<file path="src/design/serial_tx_pkg.sv">
// constants and carrier types for the asynchronous serial transmitter
package serial_tx_pkg;

    // register byte addresses
    localparam logic [3:0] ADDR_DATA = 4'h0;
    localparam logic [3:0] ADDR_CTRL = 4'h4;
    localparam logic [3:0] ADDR_STAT = 4'h8;
    localparam logic [3:0] ADDR_BAUD = 4'hc;

    // field layout
    localparam int CTRL_WIDTH = 6;
    localparam int DIV_WIDTH  = 13;
    localparam int FRAME_BITS = 11;

    // values after reset
    localparam logic [12:0] BAUD_RESET = 13'h0001;
    localparam logic        TRANSMIT_BUFFER_EMPTY_FLAG_RESET = 1'b1;
    localparam logic        TC_RESET   = 1'b1;

    // frame lengths in bit times
    localparam logic [3:0] LEN_8BIT  = 4'ha;
    localparam logic [3:0] LEN_9BIT  = 4'hb;
    localparam logic [3:0] LEN_BRK   = 4'ha;
    localparam logic [3:0] LEN_BRK9  = 4'hb;
    localparam logic [3:0] LEN_LBRK  = 4'hd;
    localparam logic [3:0] LEN_LBRK9 = 4'he;

    // oversampling: last phase of sixteen
    localparam logic [3:0] PHASE_LAST = 4'hf;

    // control register, bit 5 first
    typedef struct packed {
        logic ninth_transmit_bit;
        logic transmit_polarity_invert;
        logic nine_bit_mode;
        logic long_break_select;
        logic send_break_control;
        logic transmitter_enable;
    } ctrl_t;

endpackage

</file>
<file path="src/design/baud_divider.sv">
// modulo divider giving sample and bit tick enables
`timescale 1ns/1ps
module baud_divider (
    // clock and reset
    input  wire logic        core_clk,
    input  wire logic        reset,
    // divisor, zero stops the generator
    input  wire logic [12:0] divisor,
    // tick enables
    output logic             os_tick,
    output logic             bit_tick
);
    logic [12:0] count;
    logic [3:0]  phase;
    wire         wrap = (count >= divisor - 13'h0001);

    // bus clock over divisor, then over sixteen
    always_ff @(posedge core_clk) begin
        if (reset || divisor == 13'h0000) begin
            count    <= 13'h0000;
            phase    <= 4'h0;
            os_tick  <= 1'b0;
            bit_tick <= 1'b0;
        end else if (wrap) begin
            count    <= 13'h0000;
            phase    <= phase + 4'h1;
            os_tick  <= 1'b1;
            bit_tick <= (phase == serial_tx_pkg::PHASE_LAST);
        end else begin
            count    <= count + 13'h0001;
            os_tick  <= 1'b0;
            bit_tick <= 1'b0;
        end
    end
endmodule

</file>
<file path="src/design/frame_shifter.sv">
// transmit shift register, one bit per bit tick
`timescale 1ns/1ps
module frame_shifter (
    // clock and reset
    input  wire logic        core_clk,
    input  wire logic        reset,
    input  wire logic        bit_tick,
    // frame load
    input  wire logic        load,
    input  wire logic [10:0] frame,
    input  wire logic        fill,
    input  wire logic [3:0]  length,
    // line and state
    output logic             line,
    output logic             busy,
    output logic             free_now
);
    logic [10:0] sr;
    logic [3:0]  count;
    logic        fill_q;

    // free during the last bit, so frames follow back to back
    assign free_now = !busy || count == 4'h1;

    // fill bit carries breaks past the eleven stored bits
    always_ff @(posedge core_clk) begin
        if (reset) begin
            sr     <= 11'h7ff;
            count  <= 4'h0;
            fill_q <= 1'b1;
            line   <= 1'b1;
            busy   <= 1'b0;
        end else if (bit_tick && load) begin
            line   <= frame[0];
            sr     <= {fill, frame[10:1]};
            fill_q <= fill;
            count  <= length;
            busy   <= 1'b1;
        end else if (bit_tick && busy) begin
            if (count == 4'h1) begin
                busy <= 1'b0;
                line <= 1'b1;
            end else begin
                line  <= sr[0];
                sr    <= {fill_q, sr[10:1]};
                count <= count - 4'h1;
            end
        end
    end
endmodule

</file>
<file path="src/design/async_serial_transmitter.sv">
// transmitter top: avalon registers, frame control, pin
//
// The Avalon-MM interface to the registers and the address map were chosen for this implementation.
`timescale 1ns/1ps
module async_serial_transmitter (
    // clock and reset
    input  wire logic        core_clk,
    input  wire logic        reset,
    // avalon-mm slave
    input  wire logic [3:0]  address,
    input  wire logic        read,
    input  wire logic        write,
    input  wire logic [31:0] writedata,
    input  wire logic [3:0]  byteenable,
    output logic [31:0]      readdata,
    output logic             waitrequest,
    // receive side hookup
    input  wire logic [7:0]  rx_buffer_data,
    input  wire logic        rx_pin,
    output logic             rx_data_read,
    output logic             rx_edge_align,
    output logic             rx_sample_tick,
    // transmit pin
    output logic             tx_out,
    output logic             tx_oe
);
    typedef enum logic [1:0] {
        K_NONE,
        K_DATA,
        K_BREAK,
        K_IDLE
    } kind_t;

    serial_tx_pkg::ctrl_t ctrl;
    logic [12:0] divisor;
    logic [7:0]  tx_buf;
    logic        tx_ninth;
    logic        transmit_buffer_empty_flag;
    logic        transmit_complete_flag;
    logic        transmit_buffer_empty_flag_armed;
    logic        tc_armed;
    logic        owned;
    logic        break_q;
    logic        idle_q;
    kind_t       kind_q;
    logic        wait_q;
    logic        rx_meta;
    logic        rx_sync;
    logic        rx_prev;

    // baud generator and shifter wires
    logic        os_tick;
    logic        bit_tick;
    logic        shifter_line;
    logic        shifter_busy;
    logic        shifter_free;

    // one generator serves both directions
    baud_divider u_baud (
        .core_clk (core_clk),
        .reset    (reset),
        .divisor  (divisor),
        .os_tick  (os_tick),
        .bit_tick (bit_tick)
    );

    // bus handshake decode
    wire req     = read | write;
    wire rd_done = read & ~wait_q;
    wire wr_done = write & ~wait_q;
    wire sel_data = (address == serial_tx_pkg::ADDR_DATA);
    wire sel_ctrl = (address == serial_tx_pkg::ADDR_CTRL);
    wire sel_stat = (address == serial_tx_pkg::ADDR_STAT);
    wire sel_baud = (address == serial_tx_pkg::ADDR_BAUD);

    // write strobes per register and lane
    wire wr_data    = wr_done & sel_data & byteenable[0];
    wire wr_ctrl    = wr_done & sel_ctrl & byteenable[0];
    wire wr_baud_lo = wr_done & sel_baud & byteenable[0];
    wire wr_baud_hi = wr_done & sel_baud & byteenable[1];

    // incoming control value
    serial_tx_pkg::ctrl_t new_ctrl;
    assign new_ctrl = serial_tx_pkg::ctrl_t'(
        writedata[serial_tx_pkg::CTRL_WIDTH-1:0]);

    // enable and break edges seen on control writes
    wire te_rise  = wr_ctrl & new_ctrl.transmitter_enable
                  & ~ctrl.transmitter_enable;
    wire sbk_fall = wr_ctrl & ~new_ctrl.send_break_control
                  & ctrl.send_break_control
                  & ctrl.transmitter_enable;

    // slot for a new frame, chosen by priority
    wire slot       = bit_tick & shifter_free;
    wire pick_idle  = slot & idle_q;
    wire pick_break = slot & ~idle_q & break_q;
    wire pick_data  = slot & ~idle_q & ~break_q
                    & ~transmit_buffer_empty_flag
                    & ctrl.transmitter_enable;
    wire pick_none  = slot & ~idle_q & ~break_q & ~pick_data;
    wire load       = pick_idle | pick_break | pick_data;
    wire tc_set     = pick_none & shifter_busy;
    wire release_pin = pick_none & ~ctrl.transmitter_enable;

    // break length table
    wire [3:0] brk_len = ctrl.long_break_select
        ? (ctrl.nine_bit_mode ? serial_tx_pkg::LEN_LBRK9
                              : serial_tx_pkg::LEN_LBRK)
        : (ctrl.nine_bit_mode ? serial_tx_pkg::LEN_BRK9
                              : serial_tx_pkg::LEN_BRK);

    // ten or eleven bit character
    wire [3:0] chr_len = ctrl.nine_bit_mode
        ? serial_tx_pkg::LEN_9BIT : serial_tx_pkg::LEN_8BIT;

    // start, data, optional ninth bit, stop
    wire [10:0] data_frame = ctrl.nine_bit_mode
        ? {1'b1, tx_ninth, tx_buf, 1'b0}
        : {1'b1, 1'b1, tx_buf, 1'b0};

    // frame selection; break is all zero with zero fill
    wire [10:0] load_frame = pick_break ? 11'h000
                           : pick_idle  ? 11'h7ff
                           : data_frame;
    wire        load_fill  = ~pick_break;
    wire [3:0]  load_len   = pick_break ? brk_len : chr_len;

    frame_shifter u_shift (
        .core_clk (core_clk),
        .reset    (reset),
        .bit_tick (bit_tick),
        .load     (load),
        .frame    (load_frame),
        .fill     (load_fill),
        .length   (load_len),
        .line     (shifter_line),
        .busy     (shifter_busy),
        .free_now (shifter_free)
    );

    // status word: empty, complete, pin held
    wire [31:0] stat_word = {29'h0, owned,
                             transmit_complete_flag,
                             transmit_buffer_empty_flag};

    // reads of data address return the receive buffer
    wire [31:0] next_readdata =
          sel_data ? {24'h0, rx_buffer_data}
        : sel_ctrl ? {26'h0, ctrl}
        : sel_stat ? stat_word
        : sel_baud ? {19'h0, divisor}
        : 32'h0;

    // one wait state, answer on the second cycle
    always_ff @(posedge core_clk) begin
        if (reset) begin
            wait_q   <= 1'b1;
            readdata <= 32'h0;
        end else if (req && wait_q) begin
            wait_q   <= 1'b0;
            readdata <= next_readdata;
        end else begin
            wait_q   <= 1'b1;
        end
    end
    assign waitrequest = wait_q;

    // software registers; data write keeps ninth bit too
    always_ff @(posedge core_clk) begin
        if (reset) begin
            ctrl     <= '0;
            divisor  <= serial_tx_pkg::BAUD_RESET;
            tx_buf   <= 8'h00;
            tx_ninth <= 1'b0;
        end else begin
            if (wr_ctrl) begin
                ctrl <= new_ctrl;
            end
            if (wr_baud_lo) begin
                divisor[7:0] <= writedata[7:0];
            end
            if (wr_baud_hi) begin
                divisor[12:8] <= writedata[12:8];
            end
            if (wr_data) begin
                tx_buf   <= writedata[7:0];
                tx_ninth <= ctrl.ninth_transmit_bit;
            end
        end
    end

    // status read with flag set arms the clear
    always_ff @(posedge core_clk) begin
        if (reset) begin
            transmit_buffer_empty_flag_armed <= 1'b0;
            tc_armed   <= 1'b0;
        end else if (rd_done && sel_stat) begin
            transmit_buffer_empty_flag_armed <= readdata[0];
            tc_armed   <= readdata[1];
        end else if (wr_data) begin
            transmit_buffer_empty_flag_armed <= 1'b0;
            tc_armed   <= 1'b0;
        end
    end

    // empty flag: set on load wins over the data write
    always_ff @(posedge core_clk) begin
        if (reset) begin
            transmit_buffer_empty_flag <= serial_tx_pkg::TRANSMIT_BUFFER_EMPTY_FLAG_RESET;
        end else if (pick_data) begin
            transmit_buffer_empty_flag <= 1'b1;
        end else if (wr_data && transmit_buffer_empty_flag_armed) begin
            transmit_buffer_empty_flag <= 1'b0;
        end
    end

    // complete flag; queuing a frame also clears it
    always_ff @(posedge core_clk) begin
        if (reset) begin
            transmit_complete_flag <= serial_tx_pkg::TC_RESET;
        end else if (tc_set) begin
            transmit_complete_flag <= 1'b1;
        end else if ((wr_data && tc_armed) || te_rise || sbk_fall) begin
            transmit_complete_flag <= 1'b0;
        end
    end

    // queued idle covers the preamble and the toggle
    always_ff @(posedge core_clk) begin
        if (reset) begin
            idle_q <= 1'b0;
        end else if (te_rise) begin
            idle_q <= 1'b1;
        end else if (pick_idle) begin
            idle_q <= 1'b0;
        end
    end

    // break queue: falling control queues, held control requeues
    always_ff @(posedge core_clk) begin
        if (reset) begin
            break_q <= 1'b0;
        end else if (sbk_fall) begin
            break_q <= 1'b1;
        end else if (pick_break) begin
            break_q <= ctrl.send_break_control;
        end
    end

    // pin kept until shifter and queues drain
    always_ff @(posedge core_clk) begin
        if (reset) begin
            owned <= 1'b0;
        end else if (te_rise) begin
            owned <= 1'b1;
        end else if (release_pin) begin
            owned <= 1'b0;
        end
    end

    // kind of frame in the shifter, for the break check
    always_ff @(posedge core_clk) begin
        if (reset) begin
            kind_q <= K_NONE;
        end else if (pick_idle) begin
            kind_q <= K_IDLE;
        end else if (pick_break) begin
            kind_q <= K_BREAK;
        end else if (pick_data) begin
            kind_q <= K_DATA;
        end else if (pick_none) begin
            kind_q <= K_NONE;
        end
    end

    // pin: idle high, inverted for every element
    always_ff @(posedge core_clk) begin
        if (reset) begin
            tx_out <= 1'b1;
            tx_oe  <= 1'b0;
        end else begin
            tx_out <= shifter_line ^ ctrl.transmit_polarity_invert;
            tx_oe  <= owned;
        end
    end

    // receive line sync; second stage feeds the edge detect
    always_ff @(posedge core_clk) begin
        if (reset) begin
            rx_meta <= 1'b1;
            rx_sync <= 1'b1;
            rx_prev <= 1'b1;
        end else begin
            rx_meta <= rx_pin;
            rx_sync <= rx_meta;
            rx_prev <= rx_sync;
        end
    end

    // receive side pulses: realign, sample tick, data read
    always_ff @(posedge core_clk) begin
        if (reset) begin
            rx_edge_align  <= 1'b0;
            rx_sample_tick <= 1'b0;
            rx_data_read   <= 1'b0;
        end else begin
            rx_edge_align  <= rx_prev & ~rx_sync;
            rx_sample_tick <= os_tick;
            rx_data_read   <= rd_done & sel_data;
        end
    end

    // checks on the block's own behaviour
    localparam int ANSWER_MAX = 1;
endmodule

</file>
<file path="config.mk">
export PLATFORM = sky130hd
export DESIGN_NAME = async_serial_transmitter
export DESIGN_NICKNAME = d
export VERILOG_FILES = /design/src/design/serial_tx_pkg.sv /design/src/design/baud_divider.sv /design/src/design/frame_shifter.sv /design/src/design/async_serial_transmitter.sv
export SDC_FILE = /design/constraint.sdc
export NUM_CORES = 1
export LEC_CHECK = 0
export BUFFER_PORTS_ARGS = -buffer_cell sky130_fd_sc_hd__buf_2
export CELL_PAD_IN_SITES_DETAIL_PLACEMENT = 1
export CELL_PAD_IN_SITES_GLOBAL_PLACEMENT = 2
export CORE_MARGIN = 2
export CORE_UTILIZATION = 36
export DETAILED_ROUTE_END_ITERATION = 8
export PLACE_DENSITY_LB_ADDON = 0.1
export SLEW_MARGIN = 20
export SYNTH_ARGS = -nofsm -noshare
export SYNTH_HDL_FRONTEND = slang
export SYNTH_SLANG_ARGS = --single-unit
</file>
<file path="constraint.sdc">
create_clock -name core_clk -period 7 [get_ports core_clk]
set_input_delay 0.7 -clock core_clk [delete_from_list [all_inputs] [get_ports core_clk]]
set_output_delay 0.7 -clock core_clk [all_outputs]
set_load 0.005 [all_outputs]
</file>
---- Word-level counts from Yosys, hierarchy flattened ----
Cells that the tools add are included.
storage, ports and cells
  register bits after elaboration ......... 113
  logic and storage cells ................. 146
  output and inout bits ................... 38
  input bits .............................. 53
operators by class
  reductions and logical operators ........ 25
  mux-type cells .......................... 34
  $lt $le $gt $ge ......................... 1
  bitwise gates (word level) .............. 40
  equality and inequality tests ........... 6
  add/sub/neg operators ................... 4
operators with widths
  kind                     count
  $mux W13                 4
  $mux W11                 4
  $and A1 B1 Y1            26
  $mux W10                 2
  $mux W4                  5
  $mux W1                  18
  $add A13 B1 Y13 const B  1
  $ge A13 B13 Y1           1
  $logic_not A13 Y1        1
  $sub A13 B1 Y13 const B  1
  $eq A4 B4 Y1 const B     3
  $reduce_bool A2 Y1       6
  $not A1 Y1               10
  $reduce_or A2 Y1         4
  $logic_and A1 B1 Y1      6
  $add A4 B1 Y4 const B    1
  $eq A4 B1 Y1 const B     1
  $eq A4 B3 Y1 const B     1
  $logic_not A4 Y1         1
  $logic_or A1 B1 Y1       4
  $reduce_and A2 Y1        2
  $sub A4 B1 Y4 const B    1
  $or A1 B1 Y1             3
  $mux W2                  1
  other kinds (3)          3

---- Logic depth before layout (Yosys ltp) ----
Gate-level depths: netlist (run 1).
  depth after elaboration ................. 12
  depth in mapped cells ................... 14
  gate-level depth less buffers ........... 13

---- Cells and area by module ----
Synthesis (run 1) repeated with hierarchy kept, for this count alone.
second synthesis, totals
  cells, all modules ...................... 579
  area, all modules ....................... 4913.5 um^2
modules (own cells, without submodules)
  module                    instances  seq. area each (um^2)  area an instance (um^2)  cells an instance
  async_serial_transmitter  1          1141.1                 2641.3                   318
  baud_divider              1          380.4                  1308.8                   150
  frame_shifter             1          360.3                  963.4                    111

---- Worst setup path before layout (run 1) ----
Ideal clock, no wire load.
  path kind ............................... reg2reg
  start point ............................. register divisor[0]
  end point ............................... register u_baud.count[10]
  setup slack ............................. 4.083 ns
  buffers on the path ..................... 1
  required time ........................... 6.922 ns
  setup time .............................. 0.078 ns
  arrival ................................. 2.839 ns
  cell stages (with the launch flop) ...... 15
  clock period less this slack ............ 2.917 ns
  cell sequence ........................... dfxtp_1 > inv_1 > ha_1 > or3b_1 > nor3_4 > nand2_1 > nor2_1 > xnor2_1 > ha_1 > a221oi_1 > o21ai_1 > a31oi_2 > a21boi_2 > clkbuf_1 > nor3_1
on the way
  word-level cells in the longest chain between the ends .. 3
  elaborated cells between the ends (all ways) .. 5
  classes of those cells .................. add/sub: 1; order compare: 1; reduce/logical: 3
ends and longest elaborated chain
  item                                                         RTL line                                RTL
  start: declaration                                           async_serial_transmitter.sv:35          logic [12:0] divisor;
  start signal: assignment                                     async_serial_transmitter.sv:173         divisor <= serial_tx_pkg::BAUD_RESET;
  start signal: assignment                                     async_serial_transmitter.sv:181         divisor[7:0] <= writedata[7:0];
  $sub A13 B1 Y13 / $logic_not A13 Y1 (equally long branches)  baud_divider.sv:15, baud_divider.sv:19
  $ge A13 B13 Y1 / $logic_or A1 B1 Y1 (equally long branches)  baud_divider.sv:15, baud_divider.sv:19
  $reduce_or A2 Y1 (no line) *                                 --
  end signal: assignment                                       baud_divider.sv:30                      count <= count + 13'h0001;
  end: declaration                                             baud_divider.sv:13                      logic [12:0] count;
Every way passes the cells marked *; elsewhere a longest branch is shown, timed or not.
A chain may end at the register's enable or synchronous reset.

---- Worst setup path in the final report (run 1) ----
  start point ............................. register divisor[0]
  end point ............................... register u_baud.bit_tick
on the way
  word-level cells in the longest chain between the ends .. 4
  elaborated cells between the ends (all ways) .. 6
  classes of those cells .................. add/sub: 1; order compare: 1; bitwise: 1; reduce/logical: 3
ends and longest elaborated chain
  item                          RTL line            RTL
  $sub A13 B1 Y13               baud_divider.sv:15  wire wrap = (count >= divisor - 13'h0001);
  $ge A13 B13 Y1                baud_divider.sv:15
  $not A1 Y1 (no line)          --
  $reduce_or A2 Y1 (no line) *  --
  end signal: assignment        baud_divider.sv:28  bit_tick <= (phase == serial_tx_pkg::PHASE_LAST);
  end: declaration              baud_divider.sv:11  output logic bit_tick
Marked as above.

==> impl_metrics.csv, run 1 <==
group,metric,value,unit
pwr,switching_share,0.213,
timing,slew_headroom,0.309,
clock_network,postCtsHoldBufs,0,
placed_design,port_buffers,50,
layout,final_cell_area,0.00542,sq mm
layout,final_cell_mix,"94 x dfxtp_1, 65 x nand2_1, 56 x nor2_1, 50 x buf_2",
global_routing,grt_max_degree,77,
clock_network,cts_setup_buffers,0,
job,maxCapViolCount,0,
logic_synthesis,synth_xor_area_frac,0.0406,
clock_network,worstSkewPairLatency,0.35,ns
layout,diodes,0,
pwr,peakVddDrop,0.000112,V
critical_path,cp-end-kind,"flop",
routing,routed_wl,12.4,mm
logic_synthesis,synth_area_per_cell,8.75,sq um
clock_network,clk_pin_slew,0.06,ns
logic_synthesis,synth_mux_area_frac,0.0598,
status,status,"completed",
logic_synthesis,synth_top_family_by_area,"simple AND/OR/NAND/NOR gates",
logic_synthesis,netlist_instances,543,
logic_synthesis,synthAdderAreaFrac,0.0501,
critical_path,cp.required,7.29,ns
timing,fin_setup_tns,0,ns
layout,drive_gt1_frac,0.151,
placed_design,hpwl,8.90,mm
routing,antenna_left,0,
logic_synthesis,yosys.area_share.simple,0.238,
global_routing,grt_pass1_vias,3957,
timing,fmax,283,MHz
clock_network,cts_tree,"done",
logic_synthesis,synth-compound-area-share,0.151,
timing,finalHoldViolCount,0,
clock_network,cts_sinks,94,
pwr,clock_power_share,0.503,
timing,fin_crit,3.54,ns
global_routing,grt-ovfl-total,0,
min_path,hold_class,"flop to flop",
logic_synthesis,synthesis.area,0.00475,sq mm
floorplanning,die_area,0.0141,sq mm
global_routing,grt_antenna_before_repair,0,
timing,finalSetupViolCount,0,
routing,via_count,3897,
timing,grt_setup_unrepaired,"false",
clock_network,ctsResizeCount,0,
routing,first_pass_iters,4,
logic_synthesis,ys_seq_area_frac,0.396,
layout,syn_to_final_growth,14.1,%
pwr,p_leak,0.00214,uW
routing,drtIter0Drc,177,
floorplanning,core,0.0128,sq mm
critical_path,critPathArrivalTime,3.83,ns
floorplanning,die_h,119,um
routing,vias_per_cell,5.15,
critical_path,start_kind,"flop",
placed_design,dpl_cell_area,0.00504,sq mm
pwr,p_int,972,uW
floorplanning,initial_core_util,0.372,
clock_network,clockBufferDepth,2,
global_routing,grt_usage,0.184,
timing,drv_slew,0,
layout,final_common_cell,"dfxtp_1",
floorplanning,rows,41,
logic_synthesis,yosys_warnings,0,
logic_synthesis,synthFlopType,"dfxtp_1",
critical_path,critPathKind,"flop to flop",
pwr,seqPwrFrac,0.444,
routing,routedWlPerCell,16.4,um
layout,fillers,1535,
clock_network,cts_htree_levels,3,
timing,fin_crit_sh,0.505,
critical_path,critPathMaxFanout,17,
pwr,combPwrFrac,0.053,
layout,multi_input_area,0.00263,sq mm
clock_network,root_buffer,"clkbuf_16",
timing,skew,0.00722,ns
floorplanning,die_w,119,um
pwr,power_density,228,mW/mm^2
global_routing,grt_pass1_wl,20.7,mm
logic_synthesis,synth_edf_count,0,
floorplanning,ios,91,
logic_synthesis,ys_ff_latch,94,
pwr,p_switching,263,uW
timing,worst_slew_pin_slew,1.03,ns
routing,drc,0,
placed_design,gp_congestion,0.758,
layout,nets,651,
logic_synthesis,synth_cell_types,65,
logic_synthesis,ys_async_sr_fraction,0,
layout,seqCellArea,0.00188,sq mm
clock_network,numCtsBuffers,9,
-- worst max-delay path: stages, from the launching register on --
cell and delay (ns):
dfxtp_1 0.34, inv_1 0.10, ha_1 0.19, or3b_1 0.44, nor3_4 0.28, nand2_1 0.10
nor2_1 0.13, xnor2_1 0.09, ha_1 0.34, nand2_1 0.09, o221ai_1 0.38, a21boi_2 0.73
and3_1 0.26
-- routing by layer --
metal / vias up / global-route usage / share of wire
met3: 18 / 0.0326 / 0.032
met2: 81 / 0.288 / 0.45
met5: - / 0 / 0
met1: 1864 / 0.251 / 0.50
met4: 0 / 0.0737 / 0.021
li1: 1934 / - / -
-- synthesized netlist by cell type (2+ instances only) --
cell / count / area share
mux2i_1: 25 / 0.053
nor3_1: 22 / 0.023
nor3_2: 2 / 0.0042
and2_1: 3 / 0.0040
a211o_1: 2 / 0.0037
a22o_1: 3 / 0.0055
and3b_1: 2 / 0.0037
and3_1: 8 / 0.011
a31oi_2: 2 / 0.0053
nand3_2: 2 / 0.0042
clkbuf_1: 16 / 0.013
nand2b_1: 8 / 0.011
a221oi_1: 7 / 0.013
nand2_1: 65 / 0.051
ha_1: 19 / 0.050
nor2b_1: 7 / 0.0092
nor3_4: 2 / 0.0068
o21a_1: 3 / 0.0047
o22ai_1: 2 / 0.0026
nand4_1: 3 / 0.0040
o21bai_1: 2 / 0.0032
or2_1: 12 / 0.016
a32oi_1: 8 / 0.015
buf_2: 7 / 0.0074
buf_4: 21 / 0.033
o21ai_2: 2 / 0.0037
o41ai_1: 2 / 0.0037
a31oi_1: 2 / 0.0026
o21ai_0: 8 / 0.0084
a21oi_1: 25 / 0.026
o21ai_1: 9 / 0.0095
o221ai_1: 2 / 0.0037
a21o_1: 2 / 0.0032
dfxtp_1: 94 / 0.40
nor4_1: 2 / 0.0026
xnor2_1: 12 / 0.022
a22oi_1: 9 / 0.014
nand3b_1: 2 / 0.0032
inv_1: 12 / 0.0095
nor2_1: 56 / 0.044
mux2_1: 3 / 0.0071
xor2_1: 10 / 0.018
or3_1: 4 / 0.0053
nand3_1: 13 / 0.014
-- final cells by class --
class,instances,share of cell area
clock inverter,5,0.0238
tap,172,0.0397
timing repair buffer,51,0.0476
sequential,94,0.347
multi-input combinational,410,0.486
clock buffer,11,0.0466
inverter,13,0.00900
-- kinds of logic after synthesis --
family                     Yosys count
AOI/OAI and AO/OA                  100
xor gates and xnor gates            22
adders and majority gates           19
buffers and inverters               57
DFF                                 94
muxes                               28
other                                1
and+or+nand+nor                    222
-- power groups by stage --
stage / clock, uW / sequential, uW / combinational, uW
2_1_floorplan: 0 / 560 / 49.2
3_3_place_gp: 0 / 561 / 65.3
3_5_place_dp: 0 / 561 / 66.5
4_1_cts: 636 / 549 / 66.8
5_1_grt: 663 / 550 / 74.2
6_report: 621 / 549 / 65.6
-- metrics by stage --
| stage | util | cells | hold slack, ns | setup slack [ns] | total power [uW] |
|---|---|---|---|---|---|
| after floorplan | - | 561 | 0.383 | 4.08 | 609 |
| after global placement | 0.394 | 740 | 0.397 | 3.57 | 626 |
| after detailed placement | 0.394 | 740 | 0.400 | 3.48 | 627 |
| after CTS | 0.424 | 756 | 0.414 | 3.39 | 1250 |
| after global routing | 0.424 | 756 | 0.444 | 3.10 | 1290 |
| final | 0.424 | 756 | 0.412 | 3.46 | 1230 |
-- flip-flops by register name (all words and copies together) (netlist names), 4 cells and up --
register and cells:
ctrl 6, divisor 13, readdata 13, u_baud.phase 4
u_baud.count 13, u_shift.count 4, tx_buf 8, u_shift.sr 11
-- final timing paths --
path,start,endpoint,slack (ns),cells after the start
max,divisor[0],u_baud.bit_tick,3.46,12
max reg2reg,divisor[0],u_baud.bit_tick,3.46,12
min reg2reg,rx_meta,rx_sync,0.41,1
min,rx_meta,rx_sync,0.41,1
Note: power is estimated with default switching activity, not from simulation.
==> inputs of run 2 (changes only) <==
--- a/config.mk
+++ b/config.mk
@@ -5,11 +5,12 @@
 export SDC_FILE = /design/constraint.sdc
 export NUM_CORES = 1
 export LEC_CHECK = 0
+export ABC_AREA = 1
 export BUFFER_PORTS_ARGS = -buffer_cell sky130_fd_sc_hd__buf_2
 export CELL_PAD_IN_SITES_DETAIL_PLACEMENT = 1
 export CELL_PAD_IN_SITES_GLOBAL_PLACEMENT = 2
 export CORE_MARGIN = 2
-export CORE_UTILIZATION = 36
+export CORE_UTILIZATION = 28
 export DETAILED_ROUTE_END_ITERATION = 8
 export PLACE_DENSITY_LB_ADDON = 0.1
 export SLEW_MARGIN = 20
==> constraint.sdc (replaced) <==
create_clock -name core_clk -period 2.9 [get_ports core_clk]
set_input_delay 0.29 -clock core_clk [delete_from_list [all_inputs] [get_ports core_clk]]
set_output_delay 0.29 -clock core_clk [all_outputs]
set_load 0.005 [all_outputs]
==> run 2 against run 1 <==
Final area up 1.6%. Hold slack worse by 0.28 ns. Via count up 11%.
==> impl_metrics.csv, run 2 <==
group,metric,value,unit
logic_synthesis,synth_area_leader_cell,"dfxtp_1",
timing,slew_headroom,0.384,
floorplanning,rows,47,
timing,worst_slew_pin_slew,0.924,ns
layout,seqCellArea,0.00188,sq mm
routing,drtIter0Drc,168,
placed_design,gp_congestion,0.752,
critical_path,rr_startpoint,"divisor[1]",
timing,drv_slew,0,
pwr,power_density,489,mW/mm^2
critical_path,crit_start,"divisor[1]",
global_routing,grt_antenna_before_repair,0,
routing,antenna_left,0,
global_routing,grt_pass1_wl,22.4,mm
critical_path,timing.rr.end,"u_baud.count[10]",
global_routing,grt-ovfl-total,0,
layout,multi_input_area,0.00237,sq mm
global_routing,grt_usage,0.157,
clock_network,worstSkewPairLatency,0.35,ns
floorplanning,die_w,134,um
logic_synthesis,ys_seq_area_frac,0.399,
logic_synthesis,synthesis.area,0.00471,sq mm
timing,fmax,381,MHz
logic_synthesis,ys_async_sr_fraction,0,
clock_network,cts_tree,"done",
status,status,"completed",
timing,skew,0.00961,ns
floorplanning,initial_core_util,0.285,
critical_path,start_kind,"flop",
logic_synthesis,synth_area_per_cell,7.07,sq um
logic_synthesis,ys_ff_latch,94,
layout,final_cell_mix,"178 x nand2_1, 94 x dfxtp_1, 79 x inv_1, 57 x nor2_1, 50 x buf_2",
layout,drive_gt1_frac,0.140,
clock_network,clockBufferDepth,2,
logic_synthesis,synth_area_leaders,"dfxtp_1 40%, nand2_1 14%, inv_1 6.5%",
clock_network,numCtsBuffers,9,
pwr,peakVddDrop,0.000274,V
routing,vias_per_cell,4.56,
layout,diodes,0,
clock_network,root_buffer,"clkbuf_16",
clock_network,postCtsHoldBufs,0,
layout,top_regs,"divisor: 13 flops, readdata: 13 flops, u_baud.count: 13 flops",
routing,drc,0,
clock_network,cts_htree_levels,3,
critical_path,critPathMaxFanout,6,
routing,via_count,4329,
critical_path,critPathArrivalTime,2.87,ns
critical_path,r2r_slack,0.27,ns
logic_synthesis,synth_most_common_cell,"nand2_1",
routing,routed_wl,13.4,mm
placed_design,dp.cells,933,
placed_design,hpwl,10.2,mm
critical_path,r2r_cells,16,
clock_network,clk_pin_slew,0.07,ns
floorplanning,die_area,0.0179,sq mm
job,maxCapViolCount,0,
logic_synthesis,synth_common_cells,"178 x nand2_1, 94 x dfxtp_1, 81 x inv_1",
floorplanning,die_h,134,um
logic_synthesis,netlist_instances,667,
pwr,p_leak,0.00259,uW
critical_path,critPathKind,"flop to flop",
critical_path,cp-end-kind,"flop",
layout,fillers,2116,
min_path,hold_class,"input port to flop",
logic_synthesis,yosys_warnings,0,
layout,syn_to_final_growth,16.8,%
logic_synthesis,synth_cell_types,37,
timing,fin_crit_sh,0.906,
critical_path,cp.required,3.14,ns
global_routing,grt_pass1_vias,4497,
global_routing,grt_max_degree,56,
placed_design,port_buffers,50,
logic_synthesis,synth_top_cell_area_share,0.399,
layout,nets,797,
clock_network,cts_sinks,94,
timing,finalHoldViolCount,0,
layout,finalNonFillerCells,949,
floorplanning,core,0.0165,sq mm
layout,final_cell_area,0.00551,sq mm
layout,final_common_cell,"nand2_1",
timing,finalSetupViolCount,0,
logic_synthesis,synthFlopType,"dfxtp_1",
floorplanning,ios,91,
routing,first_pass_iters,4,
timing,fin_crit,2.63,ns
routing,routedWlPerCell,14.1,um
placed_design,dpl_cell_area,0.00519,sq mm
critical_path,endpoint,"u_baud.count[10]",
logic_synthesis,synth_edf_count,0,
run 2: cells by family (layout without fill, tap and decap cells):
logic type,Yosys count,count (layout),share of synthesized area
simple gates,305,305,0.269
buf+inv,122,166,0.115
compound gates,107,107,0.130
flops,94,94,0.399
fa+ha+maj,19,19,0.0504
xor+xnor,19,19,0.0353
other cells,1,19,0.000796
run 2: power breakdown:
group | leakage [uW] | total, uW | internal [uW] | switching (uW)
Combinational | 0.00169 | 166 | 61.7 | 105
Sequential | 0.000762 | 1330 | 1320 | 16.4
Clock | 0.000131 | 1200 | 666 | 530
Total | 0.00259 | 2690 | 2040 | 651
run 2: metrics by stage:
step / hold slack [ns] / util / setup WS [ns] / power [uW] / TNS, ns
6_report: 0.130 / 0.333 / 0.273 / 2690 / 0
5_1_grt: 0.128 / 0.333 / -0.0190 / 2830 / -0.0190
4_1_cts: 0.126 / 0.331 / 0.171 / 2750 / 0
3_5_place_dp: 0.405 / 0.314 / 0.224 / 1530 / 0
3_3_place_gp: 0.395 / 0.314 / 0.218 / 1530 / 0
2_1_floorplan: 0.388 / - / 0.444 / 1470 / 0
run 2: area by class of cell:
| cell class | count | area share |
|---|---|---|
| Clock inverter | 5 | 0.0111 |
| Multi-Input combinational cell | 469 | 0.431 |
| Sequential cell | 94 | 0.342 |
| Tap cell | 220 | 0.0500 |
| Timing Repair Buffer | 64 | 0.0652 |
| Clock buffer | 10 | 0.0416 |
| Inverter | 87 | 0.0593 |
run 2: metal layers:
layer	track usage	part of all wire	vias up
met3	0.0282	0.039	12
met2	0.253	0.44	72
met1	0.213	0.51	2048
met5	0	0	-
met4	0.0479	0.012	0
li1	-	-	2197
run 2: what timing repair did:
| item | CTS | global route |
|---|---|---|
| setup endpoints to repair | 0 | 19 |
| buffers inserted | 0 | 1 |
| resized for setup | 0 | 9 |
run 2: worst max-delay path: stages (launching register included):
cell and delay, ns:
dfxtp_1 0.32, inv_2 0.08, ha_2 0.19, nand3_1 0.14, buf_4 0.17, nor3_1 0.18
xor2_1 0.11, ha_1 0.32, nand2_1 0.08, nor2_2 0.14, inv_1 0.05, nor2_1 0.12
nand2_1 0.11, nand3_1 0.13, nor2_1 0.05, buf_4 0.18, and2_1 0.15
run 2: how the worst min path moves through the flow:
stage | startpoint | endpoint | cells after the start
3_3_place_gp | u_baud.os_tick | rx_sample_tick | 2
2_1_floorplan | u_baud.os_tick | rx_sample_tick | 2
5_1_grt | rx_pin | rx_meta | 2
6_report | rx_pin | rx_meta | 2
3_5_place_dp | u_baud.os_tick | rx_sample_tick | 2
4_1_cts | rx_pin | rx_meta | 2
==> inputs of run 3 (changes only) <==
--- a/config.mk
+++ b/config.mk
@@ -10,10 +10,11 @@
 export CELL_PAD_IN_SITES_DETAIL_PLACEMENT = 1
 export CELL_PAD_IN_SITES_GLOBAL_PLACEMENT = 2
 export CORE_MARGIN = 2
-export CORE_UTILIZATION = 28
+export CORE_UTILIZATION = 29
 export DETAILED_ROUTE_END_ITERATION = 8
 export PLACE_DENSITY_LB_ADDON = 0.1
 export SLEW_MARGIN = 20
 export SYNTH_ARGS = -nofsm -noshare
 export SYNTH_HDL_FRONTEND = slang
+export SYNTH_HIERARCHICAL = 1
 export SYNTH_SLANG_ARGS = --single-unit
==> run 3 against run 2 <==
Final cell count grew 1.7%. Core utilization rose by 0.12 points. Clock power is essentially flat. Critical endpoint is now u_baud/count[12]. Largest cell class unchanged.
==> impl_metrics.csv, run 3 <==
group,metric,value,unit
logic_synthesis,ys_seq_area_frac,0.371,
critical_path,cp_slowest_cell,"dfxtp_1",
clock_network,cts_htree_levels,3,
layout,final_cell_area,0.00576,sq mm
clock_network,numCtsBuffers,9,
floorplanning,core,0.0172,sq mm
placed_design,hpwl,10.8,mm
logic_synthesis,synth_xor_area_frac,0.0379,
pwr,p_leak,0.00253,uW
clock_network,worstSkewPairLatency,0.34,ns
critical_path,start_kind,"flop",
global_routing,grt_usage,0.162,
pwr,p_int,2030,uW
timing,fin_crit,2.61,ns
placed_design,port_buffers,50,
timing,drv_slew,0,
pwr,combPwrFrac,0.064,
layout,syn_to_final_growth,13.5,%
critical_path,rr_startpoint,"divisor[5]",
critical_path,critPathKind,"flop to flop",
logic_synthesis,synth_edf_count,0,
clock_network,root_buffer,"clkbuf_16",
routing,drc,0,
routing,drtIter0Drc,116,
routing,routedWlPerCell,14.5,um
routing,vias_per_cell,4.55,
logic_synthesis,yosys_warnings,6,
floorplanning,die_h,136,um
layout,top_regs,"divisor: 13 flops, readdata: 13 flops, u_baud/count: 13 flops",
logic_synthesis,synth_most_common_cell,"nand2_1",
global_routing,grt-ovfl-total,0,
logic_synthesis,ys_ff_latch,94,
critical_path,cp.required,3.13,ns
critical_path,critPathMaxFanout,13,
logic_synthesis,synth_area_leader_cell,"dfxtp_1",
routing,via_count,4391,
layout,drive_gt1_frac,0.186,
logic_synthesis,ys_async_sr_fraction,0,
layout,fillers,2158,
layout,final_util,0.334,
min_path,worstHoldStart,"rx_pin",
clock_network,cts_tree,"done",
timing,fmax,384,MHz
layout,seqCellArea,0.00188,sq mm
logic_synthesis,synth_area_per_cell,7.37,sq um
critical_path,cp-end-kind,"flop",
pwr,switching_share,0.249,
global_routing,grt_pass1_vias,4636,
logic_synthesis,synthAdderAreaFrac,0.0468,
routing,antenna_left,0,
logic_synthesis,synth_common_cells,"127 x nand2_1, 102 x nor2_1, 94 x dfxtp_1",
clock_network,cts_sinks,94,
clock_network,clk_pin_slew,0.07,ns
global_routing,grt_pass1_wl,23.3,mm
global_routing,grt_antenna_before_repair,0,
critical_path,crit_top_cell,"nand2_1",
placed_design,dpl_cell_area,0.00546,sq mm
timing,grt_setup_unrepaired,"false",
job,maxCapViolCount,0,
critical_path,cp_top_family,"simple AND/OR/NAND/NOR gates",
min_path,hold_class,"input port to flop",
logic_synthesis,synth_mux_area_frac,0,
logic_synthesis,netlist_instances,689,
floorplanning,die_w,136,um
floorplanning,ios,91,
logic_synthesis,synth-compound-area-share,0.132,
critical_path,critPathArrivalTime,2.83,ns
logic_synthesis,synth_top_cell_area_share,0.371,
routing,routed_wl,14.0,mm
layout,final_cell_mix,"127 x nand2_1, 100 x nor2_1, 94 x dfxtp_1, 73 x inv_1, 50 x buf_2",
critical_path,crit_start,"divisor[5]",
pwr,seqPwrFrac,0.486,
logic_synthesis,synthesis.area,0.00508,sq mm
timing,fin_crit_sh,0.898,
global_routing,grt_max_degree,33,
critical_path,crit_chain,"nor2_1 > nand2_1 > nor2_2 > nand2_1 > nor2_1 > nand4_1 > nand2_1 > inv_1 > ha_1 > nand2_1 > nor2_1 > nand2_1 > inv_1 > nand2_2 > nand3_4 > nor2_1",
status,status,"completed",
critical_path,crit_buf_inv,2,
logic_synthesis,synth_cell_types,37,
timing,fin_setup_tns,0,ns
layout,final_common_cell,"nand2_1",
layout,nets,808,
routing,first_pass_iters,4,
pwr,p_switching,675,uW
clock_network,clockBufferDepth,2,
pwr,peakVddDrop,0.000280,V
floorplanning,initial_core_util,0.295,
pwr,clock_power_share,0.450,
pwr,power_density,470,mW/mm^2
logic_synthesis,yosys.area_share.simple,0.295,
timing,finalSetupViolCount,0,
logic_synthesis,synthFlopType,"dfxtp_1",
logic_synthesis,synth_top_family_by_area,"simple AND/OR/NAND/NOR gates",
timing,skew,0.00498,ns
critical_path,max_stage_delay,0.38,ns
timing,worst_slew_pin_slew,0.656,ns
clock_network,postCtsHoldBufs,0,
floorplanning,rows,48,
placed_design,gp_congestion,0.769,
timing,slew_headroom,0.561,
layout,multi_input_area,0.00269,sq mm
timing,finalHoldViolCount,0,
floorplanning,die_area,0.0186,sq mm
logic_synthesis,synth_area_leaders,"dfxtp_1 37%, nand2_1 9.4%, nor2_1 7.5%",
layout,diodes,0,
run 3: cell types whose count changed after synthesis, sizes merged, moves of 4 or more:
cell / before / now
a41oi: 4 / 0
buf: 26 / 32
inv: 83 / 78
nand2: 180 / 134
nand3: 35 / 41
nand4: 8 / 22
nor2: 62 / 123
nor3: 11 / 1
o31ai: 1 / 11
run 3: cells by family after synthesis:
| group | count (synthesis) |
|---|---|
| AOI/OAI and AO/OA | 107 |
| adders and majority gates | 19 |
| DFF | 94 |
| xor gates and xnor gates | 22 |
| and+or+nand+nor | 325 |
| other | 2 |
| buffers and inverters | 120 |
run 3: worst paths after layout:
| kind | endpoint | slack (ns) | cells past startpoint |
|---|---|---|---|
| worst max register to register | u_baud/count[12] | 0.29 | 16 |
| worst min register to register | rx_sample_tick | 0.41 | 2 |
| worst max-delay path | u_baud/count[12] | 0.29 | 16 |
| worst min-delay path | rx_meta | 0.13 | 2 |
run 3: area by class of cell:
| class | instances | share of cell area |
|---|---|---|
| multi-input cells | 493 | 0.466 |
| flip-flops and latches | 94 | 0.326 |
| repair buffers | 58 | 0.0538 |
| inverters | 80 | 0.0534 |
| well taps | 225 | 0.0488 |
| clock buffers | 9 | 0.0391 |
| clock inverters | 6 | 0.0126 |
run 3: per-stage QoR:
step	instances	hold WS (ns)	total power, uW	setup WS [ns]
6_report	965	0.131	2710	0.295
5_1_grt	965	0.124	2840	0.0161
4_1_cts	965	0.124	2760	0.165
3_5_place_dp	950	0.411	1520	0.206
3_3_place_gp	950	0.394	1520	0.208
2_1_floorplan	707	0.388	1470	0.615
run 3: what timing repair did:
item,CTS,global route
buffers inserted,0,0
endpoints found under the setup margin,0,19
resized for setup,0,3
run 3: power groups by stage:
stage	registers [uW]	logic [uW]	clock network, uW
floorplan	1350	125	0
global placement	1350	172	0
detailed placement	1350	176	0
CTS	1320	177	1260
global route	1320	198	1320
finish	1320	174	1220
run 3: layer usage:
layer	global-route usage	vias up	wire [um]
li1	-	2270	-
met1	0.202	2074	6500
met2	0.286	39	6990
met3	0.0302	8	314
met4	0.0405	0	153
met5	0	-	0
